<file path="src/verilog/vip_pkg.sv">
// Package for the vectored interrupt priority unit
// Notes on behaviour
// - Lowest vector wins; 00h is highest
// - Fixed even vectors, sources in listed order
// - Any active source raises the core request
// - Winning 8-bit vector driven on vector bus
// - Vector bus never leaves the device
// - Page byte and vector appear on address
// - Only the vectored response is supported
// - Take interrupt only at instruction boundary
// - Acknowledge reads vector, clears both enables
// - Mode 00 pushes 2 bytes, short stack
// - Mode 00 loads 16-bit counter from table
// - Mode 10 pushes 3 bytes, 24-bit vector
// - Mode 01 pushes 2 bytes, marker 02h
// - Mode 11 pushes 3 bytes, marker 03h
package vip_pkg;

  localparam int unsigned NUM_SRC_DEF = 43;
  localparam int unsigned VEC_SLOTS   = 48;
  localparam logic [7:0]  VEC_STEP    = 8'h02;
  localparam logic [7:0]  MARK_SHORT  = 8'h02;
  localparam logic [7:0]  MARK_LONG   = 8'h03;
  localparam logic [7:0]  PAGE_ZERO   = 8'h00;

  localparam logic [7:0] OFS_CTRL   = 8'h00;
  localparam logic [7:0] OFS_VPAGE  = 8'h04;
  localparam logic [7:0] OFS_MEM_PAGE_BASE  = 8'h08;
  localparam logic [7:0] OFS_SPS    = 8'h0C;
  localparam logic [7:0] OFS_SPL    = 8'h10;
  localparam logic [7:0] OFS_STATUS = 8'h14;
  localparam logic [7:0] OFS_PC     = 8'h18;

  localparam int unsigned CTRL_IRQ_ENABLE_FLAG_ONE = 0;
  localparam int unsigned CTRL_IRQ_ENABLE_FLAG_TWO = 1;
  localparam int unsigned CTRL_ADL  = 2;
  localparam int unsigned CTRL_MIXED_MODE_FLAG = 3;
  localparam int unsigned STAT_IRQ  = 8;
  localparam int unsigned STAT_BUSY = 9;

  localparam logic [3:0]  CTRL_RST  = 4'h0;
  localparam logic [7:0]  VPAGE_RST = 8'h00;
  localparam logic [7:0]  MEM_PAGE_BASE_RST = 8'h00;
  localparam logic [15:0] SPS_RST   = 16'hFFFF;
  localparam logic [23:0] SPL_RST   = 24'hFF_FFFF;

  typedef struct packed {
    logic        psel;
    logic        penable;
    logic        pwrite;
    logic [7:0]  paddr;
    logic [31:0] pwdata;
  } vip_apb_req_t;

  typedef struct packed {
    logic        req;
    logic        we;
    logic [23:0] addr;
    logic [7:0]  wdata;
  } vip_mem_req_t;

  typedef enum logic [2:0] {
    ST_IDLE = 3'b000,
    ST_PUSH = 3'b001,
    ST_MARK = 3'b010,
    ST_READ = 3'b011,
    ST_LOAD = 3'b100
  } vip_state_t;

  function automatic logic [7:0] vip_byte(input logic [23:0] w, input logic [1:0] idx);
    vip_byte = w[8*idx +: 8];
  endfunction

endpackage

</file>
<file path="src/verilog/vip_prio_enc.sv">
// Fixed-priority encoder from source requests to an even vector
`timescale 1ns/10ps
module vip_prio_enc #(
  parameter int unsigned NUM_SRC = 43
) (
  input  wire logic [NUM_SRC-1:0] req_i,
  output logic                    any_o,
  output logic [7:0]              vector_o
);
  import vip_pkg::*;

  if (NUM_SRC < 1 || NUM_SRC > VEC_SLOTS) begin : g_bad_size
    $error("vip_prio_enc: NUM_SRC out of range");
  end

  always_comb begin
    any_o    = 1'b0;
    vector_o = 8'h00;
    // Scan downward so the lowest index is assigned last and wins
    for (int i = NUM_SRC - 1; i >= 0; i--) begin
      if (req_i[i]) begin
        any_o    = 1'b1;
        vector_o = 8'(i) * VEC_STEP;
      end
    end
  end
endmodule

</file>
<file path="src/verilog/vip_top.sv">
// Vectored interrupt priority unit with acknowledge sequencer and APB registers
`timescale 1ns/10ps
module vip_top #(
  parameter int unsigned NUM_SRC = vip_pkg::NUM_SRC_DEF
) (
  input  wire logic                  core_clk_i,
  input  wire logic                  reset_n_i,
  input  wire vip_pkg::vip_apb_req_t apb_i,
  output logic                       pready_o,
  output logic [31:0]                prdata_o,
  output logic                       pslverr_o,
  input  wire logic [NUM_SRC-1:0]    src_req_i,
  input  wire logic                  instr_done_i,
  input  wire logic [23:0]           ret_pc_i,
  output logic                       irq_req_o,
  output vip_pkg::vip_mem_req_t      mem_o,
  input  wire logic                  mem_ready_i,
  input  wire logic [7:0]            mem_rdata_i,
  output logic                       pc_load_o,
  output logic [23:0]                new_pc_o,
  output logic                       ack_o
);
  import vip_pkg::*;

  if (NUM_SRC < 1 || NUM_SRC > VEC_SLOTS) begin : g_bad_size
    $error("vip_top: NUM_SRC out of range");
  end

  logic       enc_any;
  logic [7:0] enc_vector;

  vip_prio_enc #(
    .NUM_SRC (NUM_SRC)
  ) u_enc (
    .req_i    (src_req_i),
    .any_o    (enc_any),
    .vector_o (enc_vector)
  );

  // Source tracking; no latching, sources must hold until service starts
  logic       irq_req_reg;
  logic       irq_req_next;
  logic [7:0] irq_vector_bus_reg;
  logic [7:0] irq_vector_bus_next;

  always_comb begin
    irq_req_next        = enc_any;
    irq_vector_bus_next = enc_vector;
  end

  always_ff @(posedge core_clk_i) begin
    if (!reset_n_i) begin
      irq_req_reg        <= 1'b0;
      irq_vector_bus_reg <= 8'h00;
    end else begin
      irq_req_reg        <= irq_req_next;
      irq_vector_bus_reg <= irq_vector_bus_next;
    end
  end

  // Software state and acknowledge sequencer
  vip_state_t   state_reg;
  vip_state_t   state_next;
  logic [1:0]   cnt_reg;
  logic [1:0]   cnt_next;
  logic [1:0]   mode_reg;
  logic [1:0]   mode_next;
  logic [7:0]   vec_reg;
  logic [7:0]   vec_next;
  logic [23:0]  pc_hold_reg;
  logic [23:0]  pc_hold_next;
  logic [23:0]  work_sp_reg;
  logic [23:0]  work_sp_next;
  logic         irq_enable_flag_one_reg;
  logic         irq_enable_flag_one_next;
  logic         irq_enable_flag_two_reg;
  logic         irq_enable_flag_two_next;
  logic         long_address_mode_reg;
  logic         long_address_mode_next;
  logic         mixed_mode_flag_reg;
  logic         mixed_mode_flag_next;
  logic [7:0]   vec_page_reg;
  logic [7:0]   vec_page_next;
  logic [7:0]   mem_page_base_reg;
  logic [7:0]   mem_page_base_next;
  logic [15:0]  short_stack_pointer_reg;
  logic [15:0]  short_stack_pointer_next;
  logic [23:0]  long_stack_pointer_reg;
  logic [23:0]  long_stack_pointer_next;
  logic [23:0]  last_pc_reg;
  logic [23:0]  last_pc_next;
  vip_mem_req_t mem_reg;
  vip_mem_req_t mem_next;
  logic         pc_load_reg;
  logic         pc_load_next;
  logic         ack_reg;
  logic         ack_next;
  logic         pready_reg;
  logic         pready_next;
  logic [31:0]  prdata_reg;
  logic [31:0]  prdata_next;
  logic         pslverr_reg;
  logic         pslverr_next;

  logic         apb_wr;
  logic         apb_access;
  logic         mapped;
  logic [31:0]  rd_word;
  logic [23:0]  table_base;

  always_comb begin
    apb_access = apb_i.psel && apb_i.penable;
    apb_wr     = apb_access && pready_reg && apb_i.pwrite;
    mapped     = 1'b1;
    rd_word    = 32'h0000_0000;
    unique case (apb_i.paddr)
      OFS_CTRL: begin
        rd_word[CTRL_IRQ_ENABLE_FLAG_ONE] = irq_enable_flag_one_reg;
        rd_word[CTRL_IRQ_ENABLE_FLAG_TWO] = irq_enable_flag_two_reg;
        rd_word[CTRL_ADL]  = long_address_mode_reg;
        rd_word[CTRL_MIXED_MODE_FLAG] = mixed_mode_flag_reg;
      end
      OFS_VPAGE:  rd_word[7:0]  = vec_page_reg;
      OFS_MEM_PAGE_BASE:  rd_word[7:0]  = mem_page_base_reg;
      OFS_SPS:    rd_word[15:0] = short_stack_pointer_reg;
      OFS_SPL:    rd_word[23:0] = long_stack_pointer_reg;
      OFS_STATUS: begin
        // Vector bus is readable here only; it has no pin of its own
        rd_word[7:0]     = irq_vector_bus_reg;
        rd_word[STAT_IRQ]  = irq_req_reg;
        rd_word[STAT_BUSY] = (state_reg != ST_IDLE);
      end
      OFS_PC:     rd_word[23:0] = last_pc_reg;
      default:    mapped = 1'b0;
    endcase
  end

  // APB slave: one wait state, so pready and read data both come from flops
  always_comb begin
    pready_next  = apb_access && !pready_reg;
    prdata_next  = (apb_access && !pready_reg) ? rd_word : 32'h0000_0000;
    pslverr_next = apb_access && !pready_reg && !mapped;
  end

  always_comb begin
    state_next               = state_reg;
    cnt_next                 = cnt_reg;
    mode_next                = mode_reg;
    vec_next                 = vec_reg;
    pc_hold_next             = pc_hold_reg;
    work_sp_next             = work_sp_reg;
    irq_enable_flag_one_next = irq_enable_flag_one_reg;
    irq_enable_flag_two_next = irq_enable_flag_two_reg;
    long_address_mode_next   = long_address_mode_reg;
    mixed_mode_flag_next     = mixed_mode_flag_reg;
    vec_page_next            = vec_page_reg;
    mem_page_base_next       = mem_page_base_reg;
    short_stack_pointer_next = short_stack_pointer_reg;
    long_stack_pointer_next  = long_stack_pointer_reg;
    last_pc_next             = last_pc_reg;
    pc_load_next             = 1'b0;
    ack_next                 = 1'b0;
    table_base               = 24'h00_0000;

    // Software writes first; sequencer updates below override them
    if (apb_wr) begin
      unique case (apb_i.paddr)
        OFS_CTRL: begin
          irq_enable_flag_one_next = apb_i.pwdata[CTRL_IRQ_ENABLE_FLAG_ONE];
          irq_enable_flag_two_next = apb_i.pwdata[CTRL_IRQ_ENABLE_FLAG_TWO];
          long_address_mode_next   = apb_i.pwdata[CTRL_ADL];
          mixed_mode_flag_next     = apb_i.pwdata[CTRL_MIXED_MODE_FLAG];
        end
        OFS_VPAGE: vec_page_next            = apb_i.pwdata[7:0];
        OFS_MEM_PAGE_BASE: mem_page_base_next       = apb_i.pwdata[7:0];
        OFS_SPS:   short_stack_pointer_next = apb_i.pwdata[15:0];
        OFS_SPL:   long_stack_pointer_next  = apb_i.pwdata[23:0];
        default: ;
      endcase
    end

    unique case (state_reg)
      ST_IDLE: begin
        // Only the vectored response exists; no other mode is decoded
        if (irq_req_reg && irq_enable_flag_one_reg && instr_done_i) begin
          vec_next                 = irq_vector_bus_reg;
          irq_enable_flag_one_next = 1'b0;
          irq_enable_flag_two_next = 1'b0;
          mode_next                = {long_address_mode_reg, mixed_mode_flag_reg};
          pc_hold_next             = ret_pc_i;
          ack_next                 = 1'b1;
          cnt_next                 = long_address_mode_reg ? 2'd3 : 2'd2;
          if (!long_address_mode_reg && !mixed_mode_flag_reg) begin
            work_sp_next = {mem_page_base_reg, short_stack_pointer_reg};
          end else begin
            work_sp_next = long_stack_pointer_reg;
          end
          state_next = ST_PUSH;
        end
      end
      ST_PUSH: begin
        if (mem_ready_i) begin
          work_sp_next = work_sp_reg - 24'h00_0001;
          cnt_next     = cnt_reg - 2'd1;
          if (cnt_reg == 2'd1) begin
            state_next = mode_reg[0] ? ST_MARK : ST_READ;
            cnt_next   = (mode_reg == 2'b00) ? 2'd2 : 2'd3;
          end
        end
      end
      ST_MARK: begin
        if (mem_ready_i) begin
          work_sp_next = work_sp_reg - 24'h00_0001;
          state_next   = ST_READ;
        end
      end
      ST_READ: begin
        if (mem_ready_i) begin
          // Table entry is little-endian, first byte read lands lowest
          pc_hold_next[8*cnt_next_idx(mode_reg, cnt_reg) +: 8] = mem_rdata_i;
          cnt_next = cnt_reg - 2'd1;
          if (cnt_reg == 2'd1) begin
            state_next = ST_LOAD;
          end
        end
      end
      ST_LOAD: begin
        pc_load_next = 1'b1;
        if (mode_reg == 2'b00) begin
          last_pc_next             = {mem_page_base_reg, pc_hold_reg[15:0]};
          short_stack_pointer_next = work_sp_reg[15:0];
          long_address_mode_next   = 1'b0;
        end else begin
          last_pc_next            = pc_hold_reg;
          long_stack_pointer_next = work_sp_reg;
          long_address_mode_next  = 1'b1;
        end
        state_next = ST_IDLE;
      end
      default: state_next = ST_IDLE;
    endcase

    // Bus request for the cycle to come, held stable until mem_ready_i
    mem_next = '0;
    if (mode_next == 2'b00) begin
      table_base = {mem_page_base_reg, vec_page_reg, vec_next};
    end else begin
      table_base = {PAGE_ZERO, vec_page_reg, vec_next};
    end
    unique case (state_next)
      ST_PUSH: begin
        mem_next.req   = 1'b1;
        mem_next.we    = 1'b1;
        mem_next.addr  = work_sp_next - 24'h00_0001;
        // High byte first so the low byte ends at the lowest address
        mem_next.wdata = vip_byte(pc_hold_next, cnt_next - 2'd1);
      end
      ST_MARK: begin
        mem_next.req   = 1'b1;
        mem_next.we    = 1'b1;
        mem_next.addr  = work_sp_next - 24'h00_0001;
        mem_next.wdata = mode_reg[1] ? MARK_LONG : MARK_SHORT;
      end
      ST_READ: begin
        mem_next.req  = 1'b1;
        mem_next.addr = table_base + {22'h00_0000, cnt_next_idx(mode_next, cnt_next)};
      end
      default: ;
    endcase
  end

  // Byte index within the table entry, counting up from zero
  function automatic logic [1:0] cnt_next_idx(input logic [1:0] mode, input logic [1:0] cnt);
    cnt_next_idx = ((mode == 2'b00) ? 2'd2 : 2'd3) - cnt;
  endfunction

  always_ff @(posedge core_clk_i) begin
    if (!reset_n_i) begin
      state_reg               <= ST_IDLE;
      cnt_reg                 <= 2'd0;
      mode_reg                <= 2'b00;
      vec_reg                 <= 8'h00;
      pc_hold_reg             <= 24'h00_0000;
      work_sp_reg             <= 24'h00_0000;
      irq_enable_flag_one_reg <= CTRL_RST[CTRL_IRQ_ENABLE_FLAG_ONE];
      irq_enable_flag_two_reg <= CTRL_RST[CTRL_IRQ_ENABLE_FLAG_TWO];
      long_address_mode_reg   <= CTRL_RST[CTRL_ADL];
      mixed_mode_flag_reg     <= CTRL_RST[CTRL_MIXED_MODE_FLAG];
      vec_page_reg            <= VPAGE_RST;
      mem_page_base_reg       <= MEM_PAGE_BASE_RST;
      short_stack_pointer_reg <= SPS_RST;
      long_stack_pointer_reg  <= SPL_RST;
      last_pc_reg             <= 24'h00_0000;
      mem_reg                 <= '0;
      pc_load_reg             <= 1'b0;
      ack_reg                 <= 1'b0;
      pready_reg              <= 1'b0;
      prdata_reg              <= 32'h0000_0000;
      pslverr_reg             <= 1'b0;
    end else begin
      state_reg               <= state_next;
      cnt_reg                 <= cnt_next;
      mode_reg                <= mode_next;
      vec_reg                 <= vec_next;
      pc_hold_reg             <= pc_hold_next;
      work_sp_reg             <= work_sp_next;
      irq_enable_flag_one_reg <= irq_enable_flag_one_next;
      irq_enable_flag_two_reg <= irq_enable_flag_two_next;
      long_address_mode_reg   <= long_address_mode_next;
      mixed_mode_flag_reg     <= mixed_mode_flag_next;
      vec_page_reg            <= vec_page_next;
      mem_page_base_reg       <= mem_page_base_next;
      short_stack_pointer_reg <= short_stack_pointer_next;
      long_stack_pointer_reg  <= long_stack_pointer_next;
      last_pc_reg             <= last_pc_next;
      mem_reg                 <= mem_next;
      pc_load_reg             <= pc_load_next;
      ack_reg                 <= ack_next;
      pready_reg              <= pready_next;
      prdata_reg              <= prdata_next;
      pslverr_reg             <= pslverr_next;
    end
  end

  always_comb begin
    irq_req_o = irq_req_reg;
    mem_o     = mem_reg;
    pc_load_o = pc_load_reg;
    new_pc_o  = last_pc_reg;
    ack_o     = ack_reg;
    pready_o  = pready_reg;
    prdata_o  = prdata_reg;
    pslverr_o = pslverr_reg;
  end
endmodule
</file>
<file path="config.mk">
export PLATFORM = sky130hd
export DESIGN_NAME = vip_top
export DESIGN_NICKNAME = d
export VERILOG_FILES = /design/src/verilog/vip_pkg.sv /design/src/verilog/vip_prio_enc.sv /design/src/verilog/vip_top.sv
export SDC_FILE = /design/constraint.sdc
export NUM_CORES = 1
export LEC_CHECK = 0
export ABC_AREA = 0
export BUFFER_PORTS_ARGS = -buffer_cell sky130_fd_sc_hd__buf_2
export CORE_ASPECT_RATIO = 1.75
export CORE_MARGIN = 2
export CORE_UTILIZATION = 55
export DETAILED_ROUTE_END_ITERATION = 8
export PLACE_DENSITY_LB_ADDON = 0.08
export SLEW_MARGIN = 20
export SYNTH_ARGS = -nofsm -noshare
export SYNTH_HDL_FRONTEND = slang
export SYNTH_HIERARCHICAL = 1
export SYNTH_SLANG_ARGS = --single-unit
</file>
<file path="constraint.sdc">
create_clock -name core_clk_i -period 5.45 [get_ports core_clk_i]
set_clock_uncertainty 0.2 [all_clocks]
set_input_delay 0 -clock core_clk_i [delete_from_list [all_inputs] [get_ports core_clk_i]]
set_output_delay 0 -clock core_clk_i [all_outputs]
set_load 0.01 [all_outputs]
</file>
Word-level counts from Yosys, hierarchy flattened
Index checks and enable logic that the tools add are counted.
{"block": "totals", "output_inout_bits": 95, "latch_bits": 0, "in_bits": 122, "memories": 0, "word_cells": 243, "regBits": 226, "ram_bits": 0, "rom_bits": 0}
{"block": "classes", "add_sub_neg": 8, "eq_ne": 14, "n_shift": 3, "bitwise_logic": 1, "multipliers": 0, "div_mod_pow": 0, "order_cmp": 0, "mux": 148, "reduce_logical": 36}
{"cell": "24-bit two-way mux", "n": 11}
{"cell": "24-bit one-hot mux with 2 select lines", "n": 3}
{"cell": "6-bit two-way mux", "n": 16}
{"cell": "7-bit two-way mux", "n": 11}
{"cell": "1-bit two-way mux", "n": 65}
{"cell": "16-bit two-way mux", "n": 4}
{"cell": "24-bit by 1-bit subtractor with 24-bit output, second input constant", "n": 2}
{"cell": "43-bit OR reduction", "n": 1}
{"cell": "5-bit two-way mux", "n": 8}
{"cell": "5-bit negator with 34-bit output", "n": 1}
{"cell": "8-bit by 34-bit variable shift with 24-bit output, first input constant", "n": 1}
{"cell": "8-bit by 34-bit variable part select with 24-bit output", "n": 1}
{"cell": "33-bit OR reduction", "n": 1}
{"cell": "8-bit one-hot mux with 2 select lines", "n": 2}
{"cell": "4-bit one-hot mux with 7 select lines", "n": 1}
{"cell": "24-bit by 2-bit adder with 24-bit output", "n": 1}
{"cell": "24-bit bitwise mux", "n": 1}
{"cell": "8-bit by 5-bit equality test with 1-bit output, second input constant", "n": 3}
{"cell": "3-bit two-way mux", "n": 8}
{"cell": "4-bit one-hot mux with 6 select lines", "n": 1}
{"cell": "24-bit by 6-bit variable part select with 8-bit output", "n": 1}
{"cell": "6-bit one-hot mux with 3 select lines", "n": 1}
{"cell": "17-bit OR reduction", "n": 1}
{"cell": "8-bit by 4-bit equality test with 1-bit output, second input constant", "n": 2}
{"cell": "27 further kinds", "n": 63}

Depth between registers and ports, before layout
Gate-level depths: netlist of run 1.
{"block": "logic_depth", "depth_word": 43, "depth_mapped": 19, "depth_no_buf": 17}

Cells and area by module
The synthesis of run 1 kept the hierarchy.
{"module": "vip_top", "cells_per_inst": 1355, "area_each_um2": 11175.7, "n_inst": 1, "seq_area_each_um2": 4364.2}
{"module": "vip_prio_enc", "cells_per_inst": 95, "area_each_um2": 534.3, "n_inst": 1, "seq_area_each_um2": 0.0}

Worst setup path before layout of run 1
Ideal clock, no wire load.
{"block": "synth_path", "kind": "reg2reg", "startpoint": "register state_reg[0]", "endpoint": "register mem_reg (netlist bit mem_o[27])", "stages_incl_launch_ff": 20, "setup_slack_ns": 1.509, "setup_ns": 0.126, "synth_period_minus_slack_ns": 3.941, "t_arrival_ns": 3.616, "required_ns": 5.124, "path_buffers": 4, "path_cell_list": "dfxtp_1 buf_6 nor3_1 nand2_1 buf_6 nand3_1 o211a_1 clkbuf_1 inv_1 ha_1 xnor2_1 ha_1 a21oi_1 a21oi_1 and3_1 clkbuf_1 nand3_1 xor2_1 nand2_1 o211ai_1"}
{"block": "synth_between", "elab_cells_between_ends": 27, "classes_between": "add/sub (3); eq/ne (6); mux (14); reduce/logical (4)"}
{"item": "start: declaration", "line": "vip_top.sv:62", "text": "vip_state_t state_reg;"}
{"item": "start signal: assignment", "line": "vip_top.sv:301", "text": "state_reg <= state_next;"}
{"item": "3-bit by 2-bit equality test with 1-bit output, or another cell as far along", "line": "vip_top.sv:182", "text": "unique case (state_reg)"}
{"item": "2-bit one-hot mux with 3 select lines (*)", "line": "vip_top.sv:182"}
{"item": "net cnt_next[0]", "line": "vip_top.sv:65", "text": "logic [1:0] cnt_next;"}
{"item": "2-bit subtractor (*)", "line": "vip_top.sv:274", "text": "cnt_next_idx = ((mode == 2'b00) ? 2'd2 : 2'd3) - cnt;"}
{"item": "24-bit by 2-bit adder with 24-bit output (*)", "line": "vip_top.sv:266", "text": "mem_next.addr = table_base + {22'h00_0000, cnt_next_idx(mode_next, cnt_next)};"}
{"item": "24-bit one-hot mux with 2 select lines (*)", "line": "vip_top.sv:250", "text": "unique case (state_next)"}
{"item": "end signal: assignment", "line": "vip_top.sv:316", "text": "mem_reg <= mem_next;"}
{"item": "end: declaration", "line": "vip_top.sv:92", "text": "vip_mem_req_t mem_reg;"}
Mark *: on every way through the listed nets, which the timed path passes. The rest lies on a longest branch.
A chain may end at the register's enable or synchronous reset.

Worst setup path after layout of run 1
{"block": "layout_path", "startpoint": "register state_reg[2]", "endpoint": "register mem_reg (netlist bit mem_o[26])"}
Same word-level chain as after synthesis.

==> implementation parameters, run 1 <==
Parameter                              Value

Floorplan
  Vertical die dimension    197.0 um
  Standard-cell row count    70
  I/O pin cnt    217
  Die area    22,520 um2
  Initial Util    0.5594
  Total core area    20,930 um2
  Die X-Extent    114.3 um

Logic synthesis
  Synth Instances    1,450
  Async set or reset register ratio after synthesis    0
  Area fraction in and, or, nand and nor cells after synthesis    0.2853
  Per-instance average area after synthesis    8.076 um2
  Compound-cell area share of the yosys netlist    0.1972
  Fraction of synthesized area in multiplexers    0.04103
  Primary flip-flop cell chosen by synthesis mapping    sky130_fd_sc_hd__dfxtp_1
  Library cell occupying the most area in the post-synthesis netlist    sky130_fd_sc_hd__dfxtp_1
  Number of storage elements in the synthesis netlist    218
  Most frequent cell after synthesis    sky130_fd_sc_hd__nand2_1
  Count of warnings emitted by yosys    6
  Share of Yosys cell area claimed by the top area cell type    0.3727
  Portion of the post-synthesis area used by sequential elements    0.3727
  Most common library cells after synthesis    sky130_fd_sc_hd__nand2_1, sky130_fd_sc_hd__dfxtp_1, sky130_fd_sc_hd__nand3_1
  Synth cell types    99
  Xor-xnor portion of the synthesized cell area    0.03366
  Number of synthesized flops with an enable pin    0
  Combined area of all synthesized cells    11,710 um2
  Synth top area cells    sky130_fd_sc_hd__dfxtp_1, sky130_fd_sc_hd__nand2_1, sky130_fd_sc_hd__nand3_1, sky130_fd_sc_hd__nor2b_1, sky130_fd_sc_hd__mux2i_1
  Dominant combinational cell family by area after synthesis    simple AND/OR/NAND/NOR gates
  Synth Area in Adders    0.01453

STA
  Slack of the critical path    0.8702 ns
  Setup total negative slack    0 ns
  Number of failing setup endpoints in the final timing report    0
  Setup repair after global routing missed its margin    no
  Tcrit/Tclk final    0.8403
  Final Hold Vio Count    0
  Max transition margin    0.3046
  Slew at the pin with the worst max-slew slack    1.043 ns
  Highest attainable clock frequency    0.2183 GHz
  Min Clock Period, post-route    4.580 ns
  Number of max-slew violations in the final report    0

Power
  Power density cells    237.6 nW/um2
  Sw frac    0.2142
  Clk pwr share    0.494
  Standby leakage power    6.450 nW
  Cell internal pwr    0.002761 W
  Switching Power    0.0007525 W
  Total power after layout    0.003513 W
  Maximum ir drop on the vdd rail    0.2351 mV
  Sequential group share of total power    0.455
  Combinational group share of total power    0.051

Route
  Iter 0 DRT Violations    1,307
  Post-DR vias/cell    6.284
  DRC Markers    0
  Pre-antenna DRT Iters    8
  Detailed-route via count    12,510
  Antenna-violating nets left    0
  Post-DR wirelength/cell    22.37 um
  Routed wire length    44.52 mm

Critical path
  Startpoint kind of the worst setup timing path    flop
  Maximum fanout count along the critical path    19
  Critical-path top delay cell    sky130_fd_sc_hd__dfxtp_1
  Type of the worst setup path    reg2reg
  Required time at the worst-slack endpoint    5.64 ns
  Max incr delay on CP    0.77 ns
  Cells traversed along the worst timing path    or3_1 > nor2_2 > nand2_1 > o211a_1 > inv_1 > ha_1 > inv_1 > ha_1 > fa_1 > a21boi_0 > and3_1 > nand4_1 > xnor2_1 > nand3_1 > o31ai_1
  Register-to-register setup slack    0.87 ns
  Total buffers and inverters traversed by the critical path    2
  Cell family contributing the most delay on the critical path    compound AO/OA/AOI/OAI gates
  Element type at the critical path end    flop
  Endpoint arrival time on the critical path    4.77 ns

Clock tree
  H-Tree Level Count    1
  Reg clk slew, reported paths    0.06 ns
  CTS sink cnt    218
  Setup fix buffers added after clock tree synthesis    0
  Clock tree from TritonCTS    built
  Clock Latency Late Sink    0.53 ns
  Number of buffers created by CTS    22
  Clock tree root buffer cell    sky130_fd_sc_hd__clkbuf_16
  Clock Path Buffers    3

Cells and area
  Final design area excluding fillers    14,780 um2
  Area taken by multi-input logic gates    6739 um2
  Fill cell total of the finished layout    1,704
  Max FFs per register    34
  ANT cells    0
  Layout overhead on the synthesized area    26.25%
  Final Net Count    1,858
  Fraction of layout cells with a size suffix above 1    0.1720
  Sequential cell area in the final layout    4364 um2

Global route
  Global-route wire length before repair    67.82 mm
  All-layer global routing usage    0.3891
  Largest net degree at the start of global routing    85
  Grt total ovfl    0
  Initial antenna violation count    0
  Number of global-route vias before repair    12,320

Hold path
  HP Class    in2reg

Placement
  Post-placement setup slack    0.9824 ns
  Routability Congestion    0.9723
  Post-place instance area    12,670 um2
  Post-detail-place hpwl    30.31 mm
  # port buffers    200

Job
  Count of maximum capacitance violations    0

Run status
  Run status    finished, final reports clean
[per-stage QoR]
step                        util  instances  hold WS, ns
after floorplan                -       1458     -0.05871
after global placement    0.6054       1823      0.08307
after detailed placement  0.6054       1823      0.08830
after CTS                 0.7063       1990      0.01668
after global routing      0.7063       1990      0.06430
final                     0.7063       1990      0.05619
[cells by family (layout without fill, tap and decap cells)]
kind of cell | Yosys count | after routing
buffers and inverters | 135 | 415
AND/OR/NAND/NOR | 673 | 673
multiplexers | 47 | 47
flip-flops | 218 | 218
AO/OA/AOI/OAI | 317 | 317
XOR/XNOR | 45 | 45
other | 2 | 10
adder cells (fa/ha/maj) | 13 | 13
[repair_timing]
item | in CTS | in global routing
gates resized for setup | 0 | 0
hold buffers | 128 | 0
endpoints found under the hold margin | 162 | 0
[final cells by class]
cell class	instances	area share
Clock buffer	32	0.04452
Clock inverter	7	0.01159
Inverter	29	0.007363
Multi-Input combinational cell	1105	0.4558
Sequential cell	218	0.2952
Tap cell	252	0.02133
Timing Repair Buffer	347	0.1642
[routing by layer]
metal / track usage / part of all wire
met3: 0.06689 / 0.074
met5: 0 / 0
met2: 0.6887 / 0.50
met1: 0.4050 / 0.34
met4: 0.2891 / 0.086
[worst min-delay path: stages]
cell,delay [ns]
sky130_fd_sc_hd__buf_2,0.09
sky130_fd_sc_hd__nor3_1,0.06
sky130_fd_sc_hd__and3_1,0.25
sky130_fd_sc_hd__nand2_1,0.26
sky130_fd_sc_hd__nor2_1,0.08
[cells in the final DEF (no fill, tap or decap), types with 8 or more instances in the layout]
cell type                       instances
sky130_fd_sc_hd__nand2_1              273
sky130_fd_sc_hd__dfxtp_1              218
sky130_fd_sc_hd__buf_2                199
sky130_fd_sc_hd__dlygate4sd3_1        128
sky130_fd_sc_hd__nand3_1               82
sky130_fd_sc_hd__nor2_1                74
sky130_fd_sc_hd__o21ai_0               73
sky130_fd_sc_hd__nor2b_1               65
sky130_fd_sc_hd__a21oi_1               43
sky130_fd_sc_hd__mux2i_1               39
sky130_fd_sc_hd__and2_1                37
sky130_fd_sc_hd__a222oi_1              34
sky130_fd_sc_hd__nor3_1                31
sky130_fd_sc_hd__inv_1                 29
sky130_fd_sc_hd__a21boi_0              29
sky130_fd_sc_hd__nor4_1                24
sky130_fd_sc_hd__xnor2_1               23
sky130_fd_sc_hd__xor2_1                22
sky130_fd_sc_hd__clkbuf_16             22
sky130_fd_sc_hd__and3_1                21
sky130_fd_sc_hd__buf_4                 20
sky130_fd_sc_hd__a31oi_1               17
sky130_fd_sc_hd__a221oi_1              12
sky130_fd_sc_hd__o22ai_1               12
sky130_fd_sc_hd__ha_1                  12
sky130_fd_sc_hd__nand4_1               11
sky130_fd_sc_hd__o211a_1               10
sky130_fd_sc_hd__conb_1                10
sky130_fd_sc_hd__a211oi_1               9
sky130_fd_sc_hd__mux2_2                 8
[power groups by stage]
stage / clock network [W] / registers [W] / logic (W)
2_1_floorplan: 0 / 0.00163 / 0.0000658
3_3_place_gp: 0 / 0.00164 / 0.000132
3_5_place_dp: 0 / 0.00164 / 0.000133
4_1_cts: 0.00174 / 0.00160 / 0.000172
5_1_grt: 0.00180 / 0.00160 / 0.000192
6_report: 0.00173 / 0.00160 / 0.000179
[final timing paths]
check / end / depth (start not counted) / from
setup reg to reg: mem_o[26] / 15 / state_reg[2]
setup / recovery: mem_o[26] / 15 / state_reg[2]
hold / removal: prdata_o[20] / 5 / apb_i[39]
hold reg to reg: new_pc_o[12] / 2 / pc_hold_reg[12]
(Power assumes the default switching activity.)
==> run 2: changes to the inputs <==
clock period = 4.7 ns   (was 5.45 ns; I/O delays follow)
==> implementation parameters, run 2 (same netlist as run 1, synthesis figures left out) <==
Parameter                              Value

Run status
  Run status    finished, final reports clean

Hold path
  HP Class    in2reg

Global route
  Initial antenna violation count    0
  Global-route wire length before repair    65.53 mm
  Grt total ovfl    0
  Largest net degree at the start of global routing    91
  Number of global-route vias before repair    11,900
  All-layer global routing usage    0.3752

Power
  Clk pwr share    0.458
  Sw frac    0.2300
  Sequential group share of total power    0.488
  Maximum ir drop on the vdd rail    0.3177 mV
  Switching Power    0.0008746 W
  Cell internal pwr    0.002928 W
  Power density cells    261.5 nW/um2
  Standby leakage power    6.306 nW
  Combinational group share of total power    0.054

Critical path
  Element type at the critical path end    flop
  Critical-path top delay cell    sky130_fd_sc_hd__nor2_1
  Type of the worst setup path    reg2reg
  Max incr delay on CP    0.68 ns
  Maximum fanout count along the critical path    13
  Startpoint kind of the worst setup timing path    flop
  Total buffers and inverters traversed by the critical path    2
  Required time at the worst-slack endpoint    4.98 ns
  Cells traversed along the worst timing path    nor2_1 > ha_1 > ha_1 > nor2_1 > nand2_1 > nor2_1 > a222oi_1 > dlygate4sd3_1 > nor2b_1 > dlygate4sd3_1
  Cell family contributing the most delay on the critical path    buffers and inverters
  Most used cell along the critical path    sky130_fd_sc_hd__nor2_1
  Endpoint arrival time on the critical path    4.47 ns

Clock tree
  Clock Latency Late Sink    0.55 ns
  Count of cells resized by post-cts repair    0
  Clock tree from TritonCTS    built
  CTS sink cnt    218
  H-Tree Level Count    1
  Clock Path Buffers    3
  Setup fix buffers added after clock tree synthesis    0
  Reg clk slew, reported paths    0.07 ns
  Number of buffers created by CTS    22
  Clock tree root buffer cell    sky130_fd_sc_hd__clkbuf_16

Route
  Routed wire length    43.27 mm
  Antenna-violating nets left    0
  Detailed-route via count    12,390
  Post-DR wirelength/cell    21.88 um
  Pre-antenna DRT Iters    6
  Post-DR vias/cell    6.265
  DRC Markers    0
  Iter 0 DRT Violations    1,325

Cells and area
  Commonest cells after routing, fill and taps aside    sky130_fd_sc_hd__nand2_1, sky130_fd_sc_hd__dfxtp_1, sky130_fd_sc_hd__buf_2
  Fraction of layout cells with a size suffix above 1    0.1732
  ANT cells    0
  Max FFs per register    34
  Final std cells w/o fill    1,978
  Sequential cell area in the final layout    4364 um2
  Fill cell total of the finished layout    1,751
  Most common cell after layout, fill and taps aside    sky130_fd_sc_hd__nand2_1
  Layout overhead on the synthesized area    24.20%
  Final Net Count    1,848
  Area taken by multi-input logic gates    6744 um2

STA
  Number of failing setup endpoints in the final timing report    0
  Highest attainable clock frequency    0.2386 GHz
  Setup total negative slack    0 ns
  Number of max-slew violations in the final report    0
  Max transition margin    0.2578
  Min Clock Period, post-route    4.191 ns
  Tcrit/Tclk final    0.8916
  Final Hold Vio Count    0
  Slew at the pin with the worst max-slew slack    1.111 ns
  Setup repair after global routing missed its margin    no

Floorplan
  Standard-cell row count    70
  Vertical die dimension    197.0 um
  Die X-Extent    114.3 um
  Initial Util    0.5594
  Die area    22,520 um2
  Total core area    20,930 um2
  I/O pin cnt    217

Placement
  Instance count after placement with tap cells included    1,828
  # port buffers    200
  Routability Congestion    0.9726
  Post-detail-place hpwl    30.57 mm

Job
  Count of maximum capacitance violations    0
-- run 2: changes by cell type in the layout (fill, tap and decap cells not counted), sizes merged --
cell | previous run | this run
dlygate4sd3 | 128 | 113
buf | 219 | 224
clkinv | 2 | 4
bufinv | 5 | 1
-- run 2: cell type report --
class	instances	area share
well taps	252	0.02168
flip-flops and latches	218	0.3001
multi-input cells	1105	0.4637
clock buffers	32	0.04250
inverters	29	0.007485
clock inverters	5	0.005420
repair buffers	337	0.1592
-- run 2: per-layer routing --
layer	vias up	GRT usage	part of all wire
li1	5718	-	-
met1	5831	0.3990	0.35
met2	652	0.6662	0.50
met3	192	0.05278	0.066
met4	0	0.2715	0.086
met5	-	0	0
-- run 2: metrics by stage --
stage                     utilization  hold slack, ns  worst slack [ns]  instance area (um2)  total power (W)
final                          0.6948         0.04160            0.5095                14540         0.003803
after global routing           0.6948         0.06409            0.2424                14540         0.003886
after CTS                      0.6946         0.03017            0.3370                14540         0.003802
after detailed placement       0.6072         0.08966            0.7509                12710         0.002052
after global placement         0.6072         0.07746            0.8316                12710         0.002050
after floorplan                     -        -0.05871            0.7586                11740         0.001971
-- run 2: worst paths after layout --
check	end	slack [ns]	startpoint	cells past startpoint
min reg2reg	new_pc_o[4]	0.27	pc_hold_reg[4]	2
max	pc_hold_reg[17]	0.51	mode_reg[0]	10
max reg2reg	pc_hold_reg[17]	0.51	mode_reg[0]	10
min	prdata_o[19]	0.04	apb_i[38]	5
-- run 2: worst register-to-register path: cells and delay by family (launching register included) --
kind	cells	cell delay [ns]
compound gates	1	0.20
simple gates	5	1.17
buf+inv	2	1.21
flops	1	0.60
fa+ha+maj	2	0.76
-- run 2: timing repair --
action,4_1_cts,5_1_grt
endpoints found under the setup margin,0,0
endpoints found under the hold margin,161,0
hold buffers,113,0
-- run 2: power groups by stage --
stage | registers [W] | logic (W) | clock network, W
floorplan | 0.00189 | 0.0000763 | 0
global placement | 0.00190 | 0.000153 | 0
detailed placement | 0.00190 | 0.000155 | 0
CTS | 0.00186 | 0.000199 | 0.00175
global route | 0.00185 | 0.000221 | 0.00181
finish | 0.00186 | 0.000206 | 0.00174
==> run 3: changes to the inputs <==
ABC_AREA = 1   (was 0)
CORE_MARGIN = 4   (was 2)
GPL_TIMING_DRIVEN = 0   (was unset)
==> implementation parameters, run 3 <==
Parameter                              Value

Route
  DRC Markers    0
  Detailed-route via count    14,530
  Iter 0 DRT Violations    1,083
  Antenna-violating nets left    0
  Post-DR wirelength/cell    19.76 um
  Post-DR vias/cell    5.697
  Routed wire length    50.40 mm
  Pre-antenna DRT Iters    6

Run status
  Run status    finished, final reports clean

Cells and area
  Max FFs per register    34
  Fill cell total of the finished layout    1,970
  Most common cell after layout, fill and taps aside    sky130_fd_sc_hd__nand2_1
  Sequential cell area in the final layout    4364 um2
  Fraction of layout cells with a size suffix above 1    0.1530
  Final design area excluding fillers    15,610 um2
  ANT cells    0
  Layout overhead on the synthesized area    26.13%
  Commonest cells after routing, fill and taps aside    sky130_fd_sc_hd__nand2_1, sky130_fd_sc_hd__nor2_1, sky130_fd_sc_hd__inv_1
  Final Net Count    2,377
  Area taken by multi-input logic gates    6590 um2

Logic synthesis
  Library cell occupying the most area in the post-synthesis netlist    sky130_fd_sc_hd__dfxtp_1
  Combined area of all synthesized cells    12,380 um2
  Async set or reset register ratio after synthesis    0
  Most frequent cell after synthesis    sky130_fd_sc_hd__nand2_1
  Synth Instances    1,899
  Synth top area cells    sky130_fd_sc_hd__dfxtp_1, sky130_fd_sc_hd__nand2_1, sky130_fd_sc_hd__nor2_1, sky130_fd_sc_hd__inv_1, sky130_fd_sc_hd__o21ai_0
  Synth cell types    58
  Per-instance average area after synthesis    6.518 um2
  Portion of the post-synthesis area used by sequential elements    0.3526
  Number of storage elements in the synthesis netlist    218
  Primary flip-flop cell chosen by synthesis mapping    sky130_fd_sc_hd__dfxtp_1
  Most common library cells after synthesis    sky130_fd_sc_hd__nand2_1, sky130_fd_sc_hd__nor2_1, sky130_fd_sc_hd__inv_1
  Count of warnings emitted by yosys    6
  Number of synthesized flops with an enable pin    0
  Share of Yosys cell area claimed by the top area cell type    0.3526

STA
  Worst Hold Slack    0.06140 ns
  Highest attainable clock frequency    0.2328 GHz
  Max transition margin    0.3611
  Setup repair after global routing missed its margin    no
  Final Hold Vio Count    0
  Setup total negative slack    0 ns
  Number of failing setup endpoints in the final timing report    0
  Tcrit/Tclk final    0.9139
  Min Clock Period, post-route    4.295 ns
  Slew at the pin with the worst max-slew slack    0.9584 ns
  Number of max-slew violations in the final report    0

Floorplan
  Initial Util    0.5585
  Total core area    22,160 um2
  Vertical die dimension    206.5 um
  I/O pin cnt    217
  Die area    25,060 um2
  Die X-Extent    121.4 um
  Standard-cell row count    72

Global route
  Number of global-route vias before repair    14,460
  Grt total ovfl    0
  All-layer global routing usage    0.3972
  Initial antenna violation count    1
  Global-route wire length before repair    77.15 mm
  Largest net degree at the start of global routing    15

Critical path
  Element type at the critical path end    flop
  Startpoint kind of the worst setup timing path    flop
  Maximum fanout count along the critical path    10
  Type of the worst setup path    reg2reg
  Required time at the worst-slack endpoint    4.92 ns
  Endpoint arrival time on the critical path    4.51 ns

Clock tree
  Clock Path Buffers    3
  CTS sink cnt    218
  Number of buffers created by CTS    22
  Clock Latency Late Sink    0.54 ns
  H-Tree Level Count    1
  Clock tree from TritonCTS    built
  Reg clk slew, reported paths    0.07 ns
  Clock tree root buffer cell    sky130_fd_sc_hd__clkbuf_16
  Setup fix buffers added after clock tree synthesis    0

Placement
  Post-place instance area    13,770 um2
  # port buffers    199
  Post-detail-place hpwl    37.92 mm
  Routability Congestion    1.006

Job
  Count of maximum capacitance violations    0

Power
  Power density cells    250.5 nW/um2
  Standby leakage power    7.658 nW
  Maximum ir drop on the vdd rail    0.2585 mV

Hold path
  HP Class    in2reg
## run 3: cell count changes after synthesis, moves of 31 or more
cell	delta
sky130_fd_sc_hd__a21oi_1	+74
sky130_fd_sc_hd__a222oi_1	-34
sky130_fd_sc_hd__and2_1	-36
sky130_fd_sc_hd__inv_1	+214
sky130_fd_sc_hd__mux2i_1	-31
sky130_fd_sc_hd__nand2_1	+189
sky130_fd_sc_hd__nor2_1	+176
sky130_fd_sc_hd__nor2b_1	-65
sky130_fd_sc_hd__o21ai_0	+102
## run 3: worst paths after layout
path | startpoint | end | cells past startpoint | slack [ns]
worst max-delay path | irq_enable_flag_one_reg | mem_o[25] | 19 | 0.40
worst min-delay path | apb_i[39] | prdata_o[9] | 8 | 0.06
worst max register to register | irq_enable_flag_one_reg | mem_o[25] | 19 | 0.40
worst min register to register | pc_hold_reg[19] | new_pc_o[19] | 2 | 0.30
## run 3: cell families after synthesis
kind of cell / synth area share
simple gates: 0.3237
buf+inv: 0.1175
fa+ha+maj: 0.01375
xor+xnor: 0.006368
compound gates: 0.1791
flops: 0.3526
mux: 0.006469
other cells: 0.0006067
## run 3: final cells by class
cell class	count	share of cell area
well taps	296	0.02372
plain buffers	78	0.02797
multi-input cells	1351	0.4221
inverters	260	0.06515
clock inverters	3	0.003286
clock buffers	34	0.04263
flip-flops and latches	218	0.2795
repair buffers	311	0.1356
## run 3: stage by stage
step	util	setup WS (ns)	instances	total power, W
after floorplan	-	1.418	1907	0.001998
after global placement	0.6216	0.5585	2402	0.002094
after detailed placement	0.6216	0.5024	2402	0.002097
after CTS	0.7045	0.4505	2551	0.003898
after global routing	0.7045	0.1423	2551	0.003986
final	0.7045	0.4047	2551	0.003912
## run 3: what timing repair did
item,4_1_cts,5_1_grt
gates resized for setup,0,0
hold buffers,112,0
endpoints found under the hold margin,133,0
## run 3: power by group
| part | internal [W] | switching, W | total [W] |
|---|---|---|---|
| Clock | 0.00103 | 0.000772 | 0.00180 |
| Combinational | 0.000120 | 0.000142 | 0.000262 |
| Sequential | 0.00185 | 0.00000188 | 0.00185 |
| Total | 0.00300 | 0.000916 | 0.00391 |
## run 3: per-layer routing
metal,vias to the layer above,global-route usage,share of wire
li1,6831,-,-
met3,286,0.06216,0.069
met1,6619,0.4030,0.33
met4,2,0.3265,0.10
met2,794,0.7052,0.50
met5,-,0,0.00024
## run 3: worst max-delay path, cell delays in order, from the launching register on
cell and delay [ns]:
sky130_fd_sc_hd__dfxtp_1 0.42, sky130_fd_sc_hd__nand3_2 0.21, sky130_fd_sc_hd__nor2_8 0.27, sky130_fd_sc_hd__buf_6 0.19, sky130_fd_sc_hd__buf_2 0.28, sky130_fd_sc_hd__buf_2 0.31, sky130_fd_sc_hd__buf_2 0.33, sky130_fd_sc_hd__nand2_1 0.09
sky130_fd_sc_hd__o21ai_0 0.13, sky130_fd_sc_hd__inv_1 0.15, sky130_fd_sc_hd__ha_1 0.31, sky130_fd_sc_hd__a21oi_1 0.08, sky130_fd_sc_hd__nor2_2 0.23, sky130_fd_sc_hd__nand3_1 0.17, sky130_fd_sc_hd__nor2_2 0.19, sky130_fd_sc_hd__nand3_2 0.12
sky130_fd_sc_hd__nor2_2 0.20, sky130_fd_sc_hd__nand4_1 0.11, sky130_fd_sc_hd__nand3_1 0.12, sky130_fd_sc_hd__nand2_1 0.05
